--- src/design/hvi_defines.svh ---
// Constants of the HDLC vector interface: addresses, field positions, reset values.
// Assumes a 16-bit word-addressed register port shared by DSP and device.
`ifndef HVI_DEFINES_SVH
`define HVI_DEFINES_SVH

`define HVI_CTRL_ADDR 16'hd180
`define HVI_CMD_BASE 16'h4040
`define HVI_STAT_BASE 16'h40a0
`define HVI_NCHAN 32
`define HVI_MAX_PRESET 6'h20
`define HVI_STATUS_RESET 16'h0001

`define HVI_GS_OWN 0
`define HVI_GS_PRESET_LO 1
`define HVI_GS_COUNT_LO 7
`define HVI_GS_ORDER 14
`define HVI_GS_DONE 15

`define HVI_CV_IDLE 0
`define HVI_CV_CRC 1
`define HVI_CV_TX_LO 2
`define HVI_CV_RXRES 5
`define HVI_CV_DSEL 6

`define HVI_SV_NO 0
`define HVI_SV_CRC 1
`define HVI_SV_STOP 2
`define HVI_SV_ABORT 3
`define HVI_SV_FULL 4
`define HVI_SV_EMPTY 5
`define HVI_SV_FLAG 6

`define HVI_MASK_B 8'hff
`define HVI_MASK_D 8'hc0

`endif

--- src/design/hvi_pkg.sv ---
// Types shared by both ends of the HDLC vector interface.
// Widths and transmit command codes are literals here; other numeric constants are in hvi_defines.svh.
package hvi_pkg;

  typedef logic [15:0] hvi_word_t;
  typedef logic [6:0] hvi_vec_t;
  typedef logic [4:0] hvi_chan_t;

  typedef enum logic [2:0]
  {
    HVI_TX_END = 3'h0,
    HVI_TX_D1 = 3'h1,
    HVI_TX_D2 = 3'h2,
    HVI_TX_FLAG = 3'h3,
    HVI_TX_ABORT = 3'h4
  } hvi_transmit_command_e;

endpackage

--- src/design/hvi_if.sv ---
// Register port between the DSP end and the device end.
// Assumes one clock; read data stands in the cycle after the read strobe.
interface hvi_if;
  logic [15:0] addr;
  logic [15:0] wdata;
  logic wr;
  logic rd;
  logic [15:0] rdata;

  modport dev (input addr, input wdata, input wr, input rd, output rdata);
  modport dsp (output addr, output wdata, output wr, output rd, input rdata);
endinterface

--- src/design/hvi_dev_end.sv ---
// Device end: global status, control, command and status vectors, channel walk.
// Assumes the engine pulses eng_step once per channel on the same clock.
//
// Local design decision: strobed register access.
`include "hvi_defines.svh"

module hvi_dev_end
  import hvi_pkg::*;
(
  input wire logic clk, // System clock, 20 MHz.
  input wire logic rstn, // Asynchronous reset, active low.
  hvi_if.dev bus, // DSP register port.
  input wire logic eng_step, // Engine finished the current channel.
  input wire logic ev_rx_octet, // A received octet is waiting.
  input wire logic ev_not_octet, // Message ended off an octet boundary.
  input wire logic ev_crc_err, // CRC failed for the ended message.
  input wire logic ev_eom, // End-of-message flag seen.
  input wire logic ev_abort, // Seven ones received.
  input wire logic ev_tx_used, // Transmit slot consumed.
  output hvi_chan_t cur_chan, // Channel being processed.
  output logic engine_run, // Engine owns the buffers and the frame is not done.
  output logic frame_done, // Frame processing finished.
  output logic bit_order_select, // 1 sends LSB first.
  output logic [7:0] rx_bit_mask, // Receive bits the protocol covers.
  output logic rx_crc_en, // Receive CRC check on.
  output logic receiver_reset, // Hold this channel's receiver in reset.
  output logic [7:0] tx_bit_mask, // Transmit bits the protocol covers.
  output logic tx_crc_en, // Transmit CRC generation on.
  output logic tx_active, // Transmission runs.
  output logic tx_second_bit, // Start at second D-channel bit.
  output logic tx_flag_start, // Start with a flag after inserted 0111.
  output logic tx_abort, // Send an abort.
  output logic tx_idle_flags // Idle channel sends flags, else ones.
);

  typedef struct packed
  {
    logic own;
    logic [5:0] preset;
    logic order;
    logic [5:0] count;
    logic done;
    logic [15:0] rdata;
  } hvi_dev_s;

  hvi_dev_s s_q;
  hvi_dev_s s_d;

  ////////////////////////////////////////////////////////////////////////////////
  // Address decode.

  logic hit_ctrl;
  logic hit_cmd;
  logic hit_stat;
  logic step_ok;
  hvi_word_t status_word;
  hvi_vec_t cmd_dsp;
  hvi_vec_t cmd_cur;
  hvi_vec_t stat_dsp;
  hvi_vec_t stat_cur;
  hvi_vec_t stat_set;
  hvi_vec_t stat_clr;
  logic stat_set_en;
  logic stat_clr_en;
  hvi_chan_t stat_clr_addr;
  hvi_transmit_command_e txc;

  assign hit_ctrl = (bus.addr == `HVI_CTRL_ADDR);
  assign hit_cmd = (bus.addr[15:5] == `HVI_CMD_BASE >> 5);
  assign hit_stat = (bus.addr[15:5] == `HVI_STAT_BASE >> 5);
  assign step_ok = eng_step && !s_q.own && !s_q.done;

  always_comb
  begin
    status_word = 16'h0000;
    status_word[`HVI_GS_OWN] = s_q.own;
    status_word[`HVI_GS_PRESET_LO +: 6] = s_q.preset;
    status_word[`HVI_GS_COUNT_LO +: 6] = s_q.count;
    status_word[`HVI_GS_ORDER] = s_q.order;
    status_word[`HVI_GS_DONE] = s_q.done;
  end

  ////////////////////////////////////////////////////////////////////////////////
  // Vector stores.

  // The command store is rewritten whole: clear all bits, set the new value.
  hvi_vram u_cmd
  (
    .clk(clk),
    .rstn(rstn),
    .set_en(bus.wr && hit_cmd && s_q.own),
    .set_addr(bus.addr[4:0]),
    .set_bits(bus.wdata[6:0]),
    .clr_en(bus.wr && hit_cmd && s_q.own),
    .clr_addr(bus.addr[4:0]),
    .clr_bits(7'h7f),
    .rd_addr_a(bus.addr[4:0]),
    .rd_data_a(cmd_dsp),
    .rd_addr_b(s_q.count[4:0]),
    .rd_data_b(cmd_cur)
  );

  always_comb
  begin
    stat_set = 7'h00;
    stat_set[`HVI_SV_NO] = ev_not_octet;
    stat_set[`HVI_SV_CRC] = ev_eom && ev_crc_err;
    stat_set[`HVI_SV_STOP] = ev_eom || ev_abort;
    stat_set[`HVI_SV_ABORT] = ev_abort;
    stat_set[`HVI_SV_FULL] = ev_rx_octet;
    stat_set[`HVI_SV_EMPTY] = ev_tx_used;
    stat_set[`HVI_SV_FLAG] = ev_rx_octet || ev_tx_used;
    stat_set_en = step_ok;
    // The engine clears a stale CRC error at each error-free message end; the DSP clears
    // every flag it has read. The two never meet, as ownership separates them.
    stat_clr = 7'h00;
    stat_clr_en = 1'b0;
    stat_clr_addr = s_q.count[4:0];
    if (step_ok && ev_eom && !ev_crc_err)
    begin
      stat_clr[`HVI_SV_CRC] = 1'b1;
      stat_clr_en = 1'b1;
    end
    else if (bus.rd && hit_stat && s_q.own)
    begin
      stat_clr = 7'h7f;
      stat_clr_en = 1'b1;
      stat_clr_addr = bus.addr[4:0];
    end
  end

  hvi_vram u_stat
  (
    .clk(clk),
    .rstn(rstn),
    .set_en(stat_set_en),
    .set_addr(s_q.count[4:0]),
    .set_bits(stat_set),
    .clr_en(stat_clr_en),
    .clr_addr(stat_clr_addr),
    .clr_bits(stat_clr),
    .rd_addr_a(bus.addr[4:0]),
    .rd_data_a(stat_dsp),
    .rd_addr_b(s_q.count[4:0]),
    .rd_data_b(stat_cur)
  );

  ////////////////////////////////////////////////////////////////////////////////
  // Control, read path and channel walk.

  always_comb
  begin
    s_d = s_q;
    s_d.rdata = 16'h0000;
    if (bus.rd)
    begin
      if (hit_ctrl)
      begin
        s_d.rdata = status_word;
      end
      else if (hit_cmd && s_q.own)
      begin
        s_d.rdata = {9'h000, cmd_dsp};
      end
      else if (hit_stat && s_q.own)
      begin
        s_d.rdata = {9'h000, stat_dsp};
      end
    end
    if (bus.wr && hit_ctrl)
    begin
      s_d.own = bus.wdata[`HVI_GS_OWN];
      s_d.order = bus.wdata[`HVI_GS_ORDER];
      if (bus.wdata[`HVI_GS_OWN])
      begin
        // Presets above 32 channels are clipped to the store size.
        if (bus.wdata[`HVI_GS_PRESET_LO +: 6] > `HVI_MAX_PRESET)
        begin
          s_d.preset = `HVI_MAX_PRESET;
        end
        else
        begin
          s_d.preset = bus.wdata[`HVI_GS_PRESET_LO +: 6];
        end
      end
      else
      begin
        s_d.count = 6'h00;
        s_d.done = (s_q.preset == 6'h00);
      end
    end
    else if (step_ok)
    begin
      s_d.count = s_q.count + 6'h01;
      s_d.done = (s_q.count + 6'h01 >= s_q.preset);
    end
  end

  always_ff @(posedge clk or negedge rstn)
  begin
    if (!rstn)
    begin
      s_q <= '0;
      s_q.own <= 1'b1;
    end
    else
    begin
      s_q <= s_d;
    end
  end

  ////////////////////////////////////////////////////////////////////////////////
  // Engine-side view of the current channel's command.

  assign txc = hvi_transmit_command_e'(cmd_cur[`HVI_CV_TX_LO +: 3]);
  assign bus.rdata = s_q.rdata;
  assign cur_chan = s_q.count[4:0];
  assign engine_run = !s_q.own && !s_q.done;
  assign frame_done = s_q.done;
  assign bit_order_select = s_q.order;
  assign rx_bit_mask = cmd_cur[`HVI_CV_DSEL] ? `HVI_MASK_D : `HVI_MASK_B;
  assign rx_crc_en = cmd_cur[`HVI_CV_CRC];
  assign receiver_reset = cmd_cur[`HVI_CV_RXRES];
  assign tx_bit_mask = cmd_cur[`HVI_CV_DSEL] ? `HVI_MASK_D : `HVI_MASK_B;
  assign tx_crc_en = cmd_cur[`HVI_CV_CRC];
  assign tx_active = (txc == HVI_TX_D1) || (txc == HVI_TX_D2) || (txc == HVI_TX_FLAG);
  assign tx_second_bit = (txc == HVI_TX_D2);
  assign tx_flag_start = (txc == HVI_TX_FLAG);
  assign tx_abort = (txc == HVI_TX_ABORT);
  assign tx_idle_flags = cmd_cur[`HVI_CV_IDLE];

endmodule

--- src/design/hvi_vram.sv ---
// Per-channel 7-bit vector store with set and clear ports and two read ports.
// Assumes set and clear may hit one entry at once; the set then wins.
`include "hvi_defines.svh"

module hvi_vram
  import hvi_pkg::*;
(
  input wire logic clk, // System clock.
  input wire logic rstn, // Asynchronous reset, active low.
  input wire logic set_en, // Set bits of one entry.
  input wire hvi_chan_t set_addr, // Entry to set.
  input wire hvi_vec_t set_bits, // Bits to set.
  input wire logic clr_en, // Clear bits of one entry.
  input wire hvi_chan_t clr_addr, // Entry to clear.
  input wire hvi_vec_t clr_bits, // Bits to clear.
  input wire hvi_chan_t rd_addr_a, // First read address.
  output hvi_vec_t rd_data_a, // First read data.
  input wire hvi_chan_t rd_addr_b, // Second read address.
  output hvi_vec_t rd_data_b // Second read data.
);

  typedef struct packed
  {
    logic [`HVI_NCHAN-1:0][6:0] mem;
  } hvi_vram_s;

  hvi_vram_s s_q;
  hvi_vram_s s_d;

  always_comb
  begin
    s_d = s_q;
    for (int i = 0; i < `HVI_NCHAN; i++)
    begin
      if (clr_en && clr_addr == i[4:0])
      begin
        s_d.mem[i] = s_d.mem[i] & ~clr_bits;
      end
      if (set_en && set_addr == i[4:0])
      begin
        s_d.mem[i] = s_d.mem[i] | set_bits;
      end
    end
  end

  always_ff @(posedge clk or negedge rstn)
  begin
    if (!rstn)
    begin
      s_q <= '0;
    end
    else
    begin
      s_q <= s_d;
    end
  end

  assign rd_data_a = s_q.mem[rd_addr_a];
  assign rd_data_b = s_q.mem[rd_addr_b];

endmodule

--- src/flat_wrapper.sv ---
// flat-port wrapper written by rule: the top's interface ports become plain ports
module hvi_dev_end_flat import hvi_pkg::*;
  (clk, rstn, eng_step, ev_rx_octet, ev_not_octet, ev_crc_err, ev_eom, ev_abort, ev_tx_used, cur_chan, engine_run, frame_done, bit_order_select, rx_bit_mask, rx_crc_en, receiver_reset, tx_bit_mask, tx_crc_en, tx_active, tx_second_bit, tx_flag_start, tx_abort, tx_idle_flags, bus_addr, bus_wdata, bus_wr, bus_rd, bus_rdata);
  hvi_if bus_i ();
  input wire logic clk;
  input wire logic rstn;
  input wire logic eng_step;
  input wire logic ev_rx_octet;
  input wire logic ev_not_octet;
  input wire logic ev_crc_err;
  input wire logic ev_eom;
  input wire logic ev_abort;
  input wire logic ev_tx_used;
  output hvi_chan_t cur_chan;
  output logic engine_run;
  output logic frame_done;
  output logic bit_order_select;
  output logic [7:0] rx_bit_mask;
  output logic rx_crc_en;
  output logic receiver_reset;
  output logic [7:0] tx_bit_mask;
  output logic tx_crc_en;
  output logic tx_active;
  output logic tx_second_bit;
  output logic tx_flag_start;
  output logic tx_abort;
  output logic tx_idle_flags;
  input wire logic [$bits(bus_i.addr)-1:0] bus_addr;
  input wire logic [$bits(bus_i.wdata)-1:0] bus_wdata;
  input wire logic [$bits(bus_i.wr)-1:0] bus_wr;
  input wire logic [$bits(bus_i.rd)-1:0] bus_rd;
  output wire logic [$bits(bus_i.rdata)-1:0] bus_rdata;
  assign bus_i.addr = bus_addr;
  assign bus_i.wdata = bus_wdata;
  assign bus_i.wr = bus_wr;
  assign bus_i.rd = bus_rd;
  assign bus_rdata = bus_i.rdata;
  hvi_dev_end u_core (.clk(clk), .rstn(rstn), .bus(bus_i), .eng_step(eng_step), .ev_rx_octet(ev_rx_octet), .ev_not_octet(ev_not_octet), .ev_crc_err(ev_crc_err), .ev_eom(ev_eom), .ev_abort(ev_abort), .ev_tx_used(ev_tx_used), .cur_chan(cur_chan), .engine_run(engine_run), .frame_done(frame_done), .bit_order_select(bit_order_select), .rx_bit_mask(rx_bit_mask), .rx_crc_en(rx_crc_en), .receiver_reset(receiver_reset), .tx_bit_mask(tx_bit_mask), .tx_crc_en(tx_crc_en), .tx_active(tx_active), .tx_second_bit(tx_second_bit), .tx_flag_start(tx_flag_start), .tx_abort(tx_abort), .tx_idle_flags(tx_idle_flags));
endmodule
--- config.mk ---
export PLATFORM = sky130hd
export DESIGN_NAME = hvi_dev_end_flat
export DESIGN_NICKNAME = d
export VERILOG_FILES = /design/src/design/hvi_pkg.sv /design/src/design/hvi_if.sv /design/src/design/hvi_dev_end.sv /design/src/design/hvi_vram.sv /design/src/flat_wrapper.sv
export VERILOG_INCLUDE_DIRS = /design/src /design/src/design
export SDC_FILE = /design/constraint.sdc
export NUM_CORES = 1
export LEC_CHECK = 0
export BUFFER_PORTS_ARGS = -buffer_cell sky130_fd_sc_hd__buf_2
export CORE_MARGIN = 2
export CORE_UTILIZATION = 60
export CTS_BUF_LIST = sky130_fd_sc_hd__clkbuf_8 sky130_fd_sc_hd__clkbuf_16
export DETAILED_ROUTE_END_ITERATION = 10
export GPL_TIMING_DRIVEN = 0
export PLACE_DENSITY = 0.89
export SLEW_MARGIN = 20
export SYNTH_ARGS = -nofsm -noshare
export SYNTH_HDL_FRONTEND = slang
export SYNTH_SLANG_ARGS = --single-unit
--- constraint.sdc ---
create_clock -name clk -period 7.1 [get_ports clk]
set_input_delay 0.71 -clock clk [delete_from_list [all_inputs] [get_ports clk]]
set_output_delay 0.71 -clock clk [all_outputs]
set_load 0.05 [all_outputs]
# Yosys cells after proc, flatten, opt, wreduce, memory -nomap -nowiden
# Index checks and enable logic that the tools add are counted.
# totals
in_bits,43
memories,0
regBits,479
mem_bits_ro,0
ramBits,0
latch_bits,0
elab_cells,547
# op_classes
n_eq_ne,101
order_cmp,4
shift,0
n_mul,0
bitwise,97
mux,151
add_sub_neg,1
n_reduce_logical,123
n_div,0
# op_table
operator,count
two-way mux 7 bit,136
OR 7 bit,64
== test 5 bit (second input constant),48
bitwise AND 7 bit,32
== test 5 x 4 -> 1 bit (second input constant),24
logical AND 1 bit,109
binary-select mux 7 bit (select 5 bit),3
== test 5 x 3 -> 1 bit (second input constant),12
two-way mux 16 bit,3
== test 5 x 2 -> 1 bit (second input constant),6
== test 11 x 10 -> 1 bit (second input constant),2
== test 16 bit (second input constant),1
== test 5 x 1 -> 1 bit (second input constant),3
zero test 5 bit,3
two-way mux 5 bit,3
less-than comparator 5 x 6 -> 1 bit (second input constant),2
two-way mux 6 bit,2
NOT 7 bit,1
adder 6 x 1 -> 6 bit (second input constant),1
== test 3 x 2 -> 1 bit (second input constant),2
>= comparator 6 bit,1
> comparator 6 bit (second input constant),1
zero test 6 bit,1
logical OR 1 bit,4
7 further kinds,13

# Longest topological paths before layout
# logic_depth
depth_word,11
mapped_depth,11
ltp_nobuf,9

# Hierarchy
# A second synthesis with hierarchy kept.
# unflattened
cells_unflattened,2232
area_unflattened_um2,27824.2
# modules_own_cells
module,area_per_inst_um2,cells_per_inst,n_inst
hvi_vram at u_core.u_cmd,12921.1,1013,1
hvi_vram at u_core.u_stat,12892.4,1010,1
hvi_dev_end,2010.7,209,1

# Least setup slack after synthesis
# No wires, ideal clock.
# synth_timing
path_type,flip-flop to output port
from,register u_core.s_q (netlist bit u_core.cur_chan[0])
to,output rx_bit_mask[1]
path_slack_ns,2.564
path_stages_with_launch,8
arrival_time_ns,3.826
required_ns,6.390
path_buffers,4
path_cell_list,dfrtp_1 -> buf_4 -> buf_2 -> buf_2 -> mux4_2 -> mux4_2 -> mux2i_1 -> buf_4
# synth_via
elab_chain_cells,3
# synth_rtl
item,line_no,source
from (decl),hvi_dev_end.sv:46,hvi_dev_s s_q;
binary-select mux 7 bit (select 5 bit),hvi_vram.sv:59,assign rd_data_b = s_q.mem[rd_addr_b];
two-way mux 7 bit (not written as such),hvi_vram.sv:59,
two-way mux 6 bit (no line),n/a,
to (decl),flat_wrapper.sv:18,output logic [7:0] rx_bit_mask;
# No other way between the ends. The select of a mux whose other input is x is not followed.

# Worst setup path in the final report
# layout_timing
from,register u_core.s_q (netlist bit u_core.cur_chan[0])
to,output tx_bit_mask[0]
# layout_via
elab_chain_cells,3
# layout_rtl
item,line_no,source
binary-select mux 7 bit (select 5 bit),hvi_vram.sv:59,
two-way mux 7 bit (not written as such),hvi_vram.sv:59,
two-way mux 6 bit (no line),n/a,
to (decl),flat_wrapper.sv:21,output logic [7:0] tx_bit_mask;
# No other way between the ends. The select of a mux whose other input is x is not followed.

==> results.md <==
- Mapped Cells: around 1800
- Maximum clock path buffer count: 3
- CP peak stage delay: 0.77 ns
- GR Overflow Total: 0
- Initial Utilization: 0.610
- Share of cells above drive strength 1: 0.357
- Synthesized area: around 24000 um^2
- WL per Instance: between 30 and 40 um
- Final worst path period share: 0.784
- Port Buffers: 70
- # fillers: about 2600
- Multi-input gate area: between 10000 and 15000 um^2
- Sw frac: 0.245
- VDD IR max: around 0.22 mV
- Worst Path Arrival: between 4 and 5 ns
- Clock skew: approximately 0.020 ns
- F_max: about 180 MHz
- Distinct cells, synth: 57
- Place WS: about 2.3 ns
- Most used DFF post-synth: dfrtp_1
- Post-Layout Cell Count: 2462
- Critical-path cell list: buf_4 -> buf_2 -> clkbuf_1 -> mux4_2 -> mux4_2 -> mux2i_1 -> buf_4 -> buf_2
- HPWL after DPL: around 58 mm
- Element type at the critical path end: primary output
- CP max-delay cell: mux2i_1
- Tmin final: 5.57 ns
- CTS root buffer: clkbuf_16
- 1st-pass router iterations: 7
- Worst-Skew Late Latency: between 0.6 and 0.7 ns
- CTS H-tree depth: 2
- Via count: ~18000
- Vias in the first global route: 19000
- Total CTS buffers: 48
- Worst endpoint required time: ~6.4 ns
- Max cap viols: 0
- Final WS setup: ~1.5 ns
- P_sw: between 1 and 1.5 mW
- P_leak: between 10 and 15 nW
- Setup crit start: u_core.cur_chan[0]
- Pwr per Cell Area: ~210 nW/um^2
- First-pass GRT wire length: between 100 and 150 mm
- Die Ht: about 210 um
- Worst Reg-to-Reg Cells: 11
- WHS Path Cells: 2
- Final wirelength: just over 80 mm
- Row count: between 70 and 80
- Via density: 7.43
- Slew Limit Fails: 0
- Synth Area per Inst: ~14 um^2
- Worst Path Class, Setup: flip-flop to primary output
- Final Wtd Congestion: 0.998
- Endpoints failing setup: 0
- Final setup TNS: 0 ns
- Area Growth Syn to Fin: 11.7%
- CP Capture Point: tx_bit_mask[0]
- Post-synthesis sequential area ratio: 0.491
- CTS tree: yes
- Number of antenna violations at the first check in global routing: 3
- Final hold vios: 0
- Die area: 42200 um^2
- Synth Warn #: 0
- Clock power frac: 0.465
- Drt drc: 0
- Part of the power in combinational logic: 0.062
- Most common cell after layout, fill and taps aside: dfrtp_1
- Number of synthesized flops with an enable pin: 0
- Core ar.: around 40000 um^2
- Total track usage: 0.408
- Num Clock Sinks: about 480
- Crit Reg-Reg Endpoint: u_core.frame_done
- RSZ-0062 raised after global routing: no
- Outcome: finished clean
- Slew of the pin with the lowest slew margin: about 1.3 ns
- Ports: slightly above 90
- Dpl cells: approximately 2400
- Reg clk slew, reported paths: approximately 0.070 ns
- Post-synthesis async set-or-reset flop share: 1.00
- Hold WC Path Type: input pin to flip-flop
- Initial drt markers: 2529
- Post_cts resized: 0
- Final Net Count: slightly below 2000
- Reg2reg setup slack: about 2.7 ns
- Slew HR: 0.150
- Synth Register Bits: roughly 480
- Seq. cell area: 12000 um^2
- Crit-path max FO: 12
- Die width: 205 um
- Sequential Power Share: 0.473
- Pint: around 4.4 mW
- Routed Antenna Nets: 0
- Final hold slack: approximately 0.33 ns
- Util after Layout: 0.682
- Most frequent cells in the layout: dfrtp_1, mux2_2, mux4_2
- Largest net degree at the start of global routing: between 100 and 150
- Critical R2R Launch: u_core.cur_chan[1]
- Worst Setup Start Kind: flip-flop
-- power by group through the flow --
stage	sequential (mW)	clock (mW)	combinational [mW]
after floorplan	2.78	0	0.168
after global placement	2.78	0	0.327
after detailed placement	2.78	0	0.345
after CTS	2.73	2.68	0.348
after global routing	2.73	2.80	0.374
final	2.73	2.68	0.357
-- timing repair --
item	in CTS	in global routing
hold endpoints to repair	19	0
setup endpoints to repair	0	0
buffers inserted	0	0
hold buffers	1	0
-- through the flow --
stage	area, um^2	power [mW]
detailed placement	25600	3.12
CTS	27200	5.76
global route	27200	5.91
floorplan	24400	2.95
finish	27200	5.77
global placement	25400	3.11
-- worst min-delay path by stage --
stage	from	end
after global placement	u_core.u_stat.s_q[34]	u_core.u_stat.s_q[34]
final	bus_wdata[14]	u_core.bit_order_select
after global routing	bus_wdata[14]	u_core.bit_order_select
after CTS	bus_wdata[14]	u_core.bit_order_select
after floorplan	rstn	async pin
after detailed placement	u_core.u_stat.s_q[107]	u_core.u_stat.s_q[107]
-- final cells by class --
cell class | instances | share of cell area
sequential | 478 | 0.439
multi-input combinational | 1117 | 0.425
clock buffer | 62 | 0.0520
buffer | 164 | 0.0304
tap | 525 | 0.0241
timing repair buffer | 76 | 0.0187
clock inverter | 22 | 0.00832
inverter | 16 | 0.00221
antenna | 2 | 0.000184
-- worst max-delay path, delay by kind of cell, from the launching register on --
kind / cells / cell delay, ns
muxes: 3 / 1.88
buffers and inverters: 5 / 1.82
DFF: 1 / 0.53
-- Yosys cell counts, types with 4 or more instances --
library cell / n / area share
or2_2: 4 / 0.0010
nand3b_1: 4 / 0.0012
nand2_1: 141 / 0.022
clkbuf_1: 87 / 0.013
a22oi_1: 23 / 0.0071
buf_4: 46 / 0.014
nor3_1: 13 / 0.0027
nor2_4: 32 / 0.015
a22o_1: 183 / 0.066
buf_1: 11 / 0.0017
dfrtp_1: 477 / 0.49
o211ai_1: 4 / 0.0012
nand2_4: 4 / 0.0018
a21oi_1: 19 / 0.0039
nor2b_1: 7 / 0.0018
o31ai_1: 9 / 0.0028
a211oi_1: 6 / 0.0018
mux2i_1: 34 / 0.014
and2_1: 18 / 0.0046
ha_1: 12 / 0.0062
and3_1: 11 / 0.0028
o32ai_1: 4 / 0.0014
a31oi_1: 5 / 0.0013
nand2b_1: 11 / 0.0028
mux2_2: 228 / 0.11
inv_1: 14 / 0.0022
o21ai_0: 61 / 0.013
mux4_2: 184 / 0.17
nor2_1: 49 / 0.0076
buf_2: 18 / 0.0037
nand3_1: 6 / 0.0012
-- logic make-up after synthesis --
| group | share of synthesized area |
|---|---|
| flops | 0.491 |
| mux | 0.289 |
| compound gates | 0.104 |
| simple gates | 0.0714 |
| buf+inv | 0.0364 |
| fa+ha+maj | 0.00616 |
| xor+xnor | 0.00108 |
| other cells | 0.000308 |
-- per-layer routing --
metal,GRT usage,vias to the layer above,routed length (um)
li1,-,6995,-
met1,0.500,9340,28300
met2,0.629,1512,38700
met3,0.117,433,9180
met4,0.286,2,6780
met5,0,-,13
No activity file was read; power rests on OpenSTA's default activity.
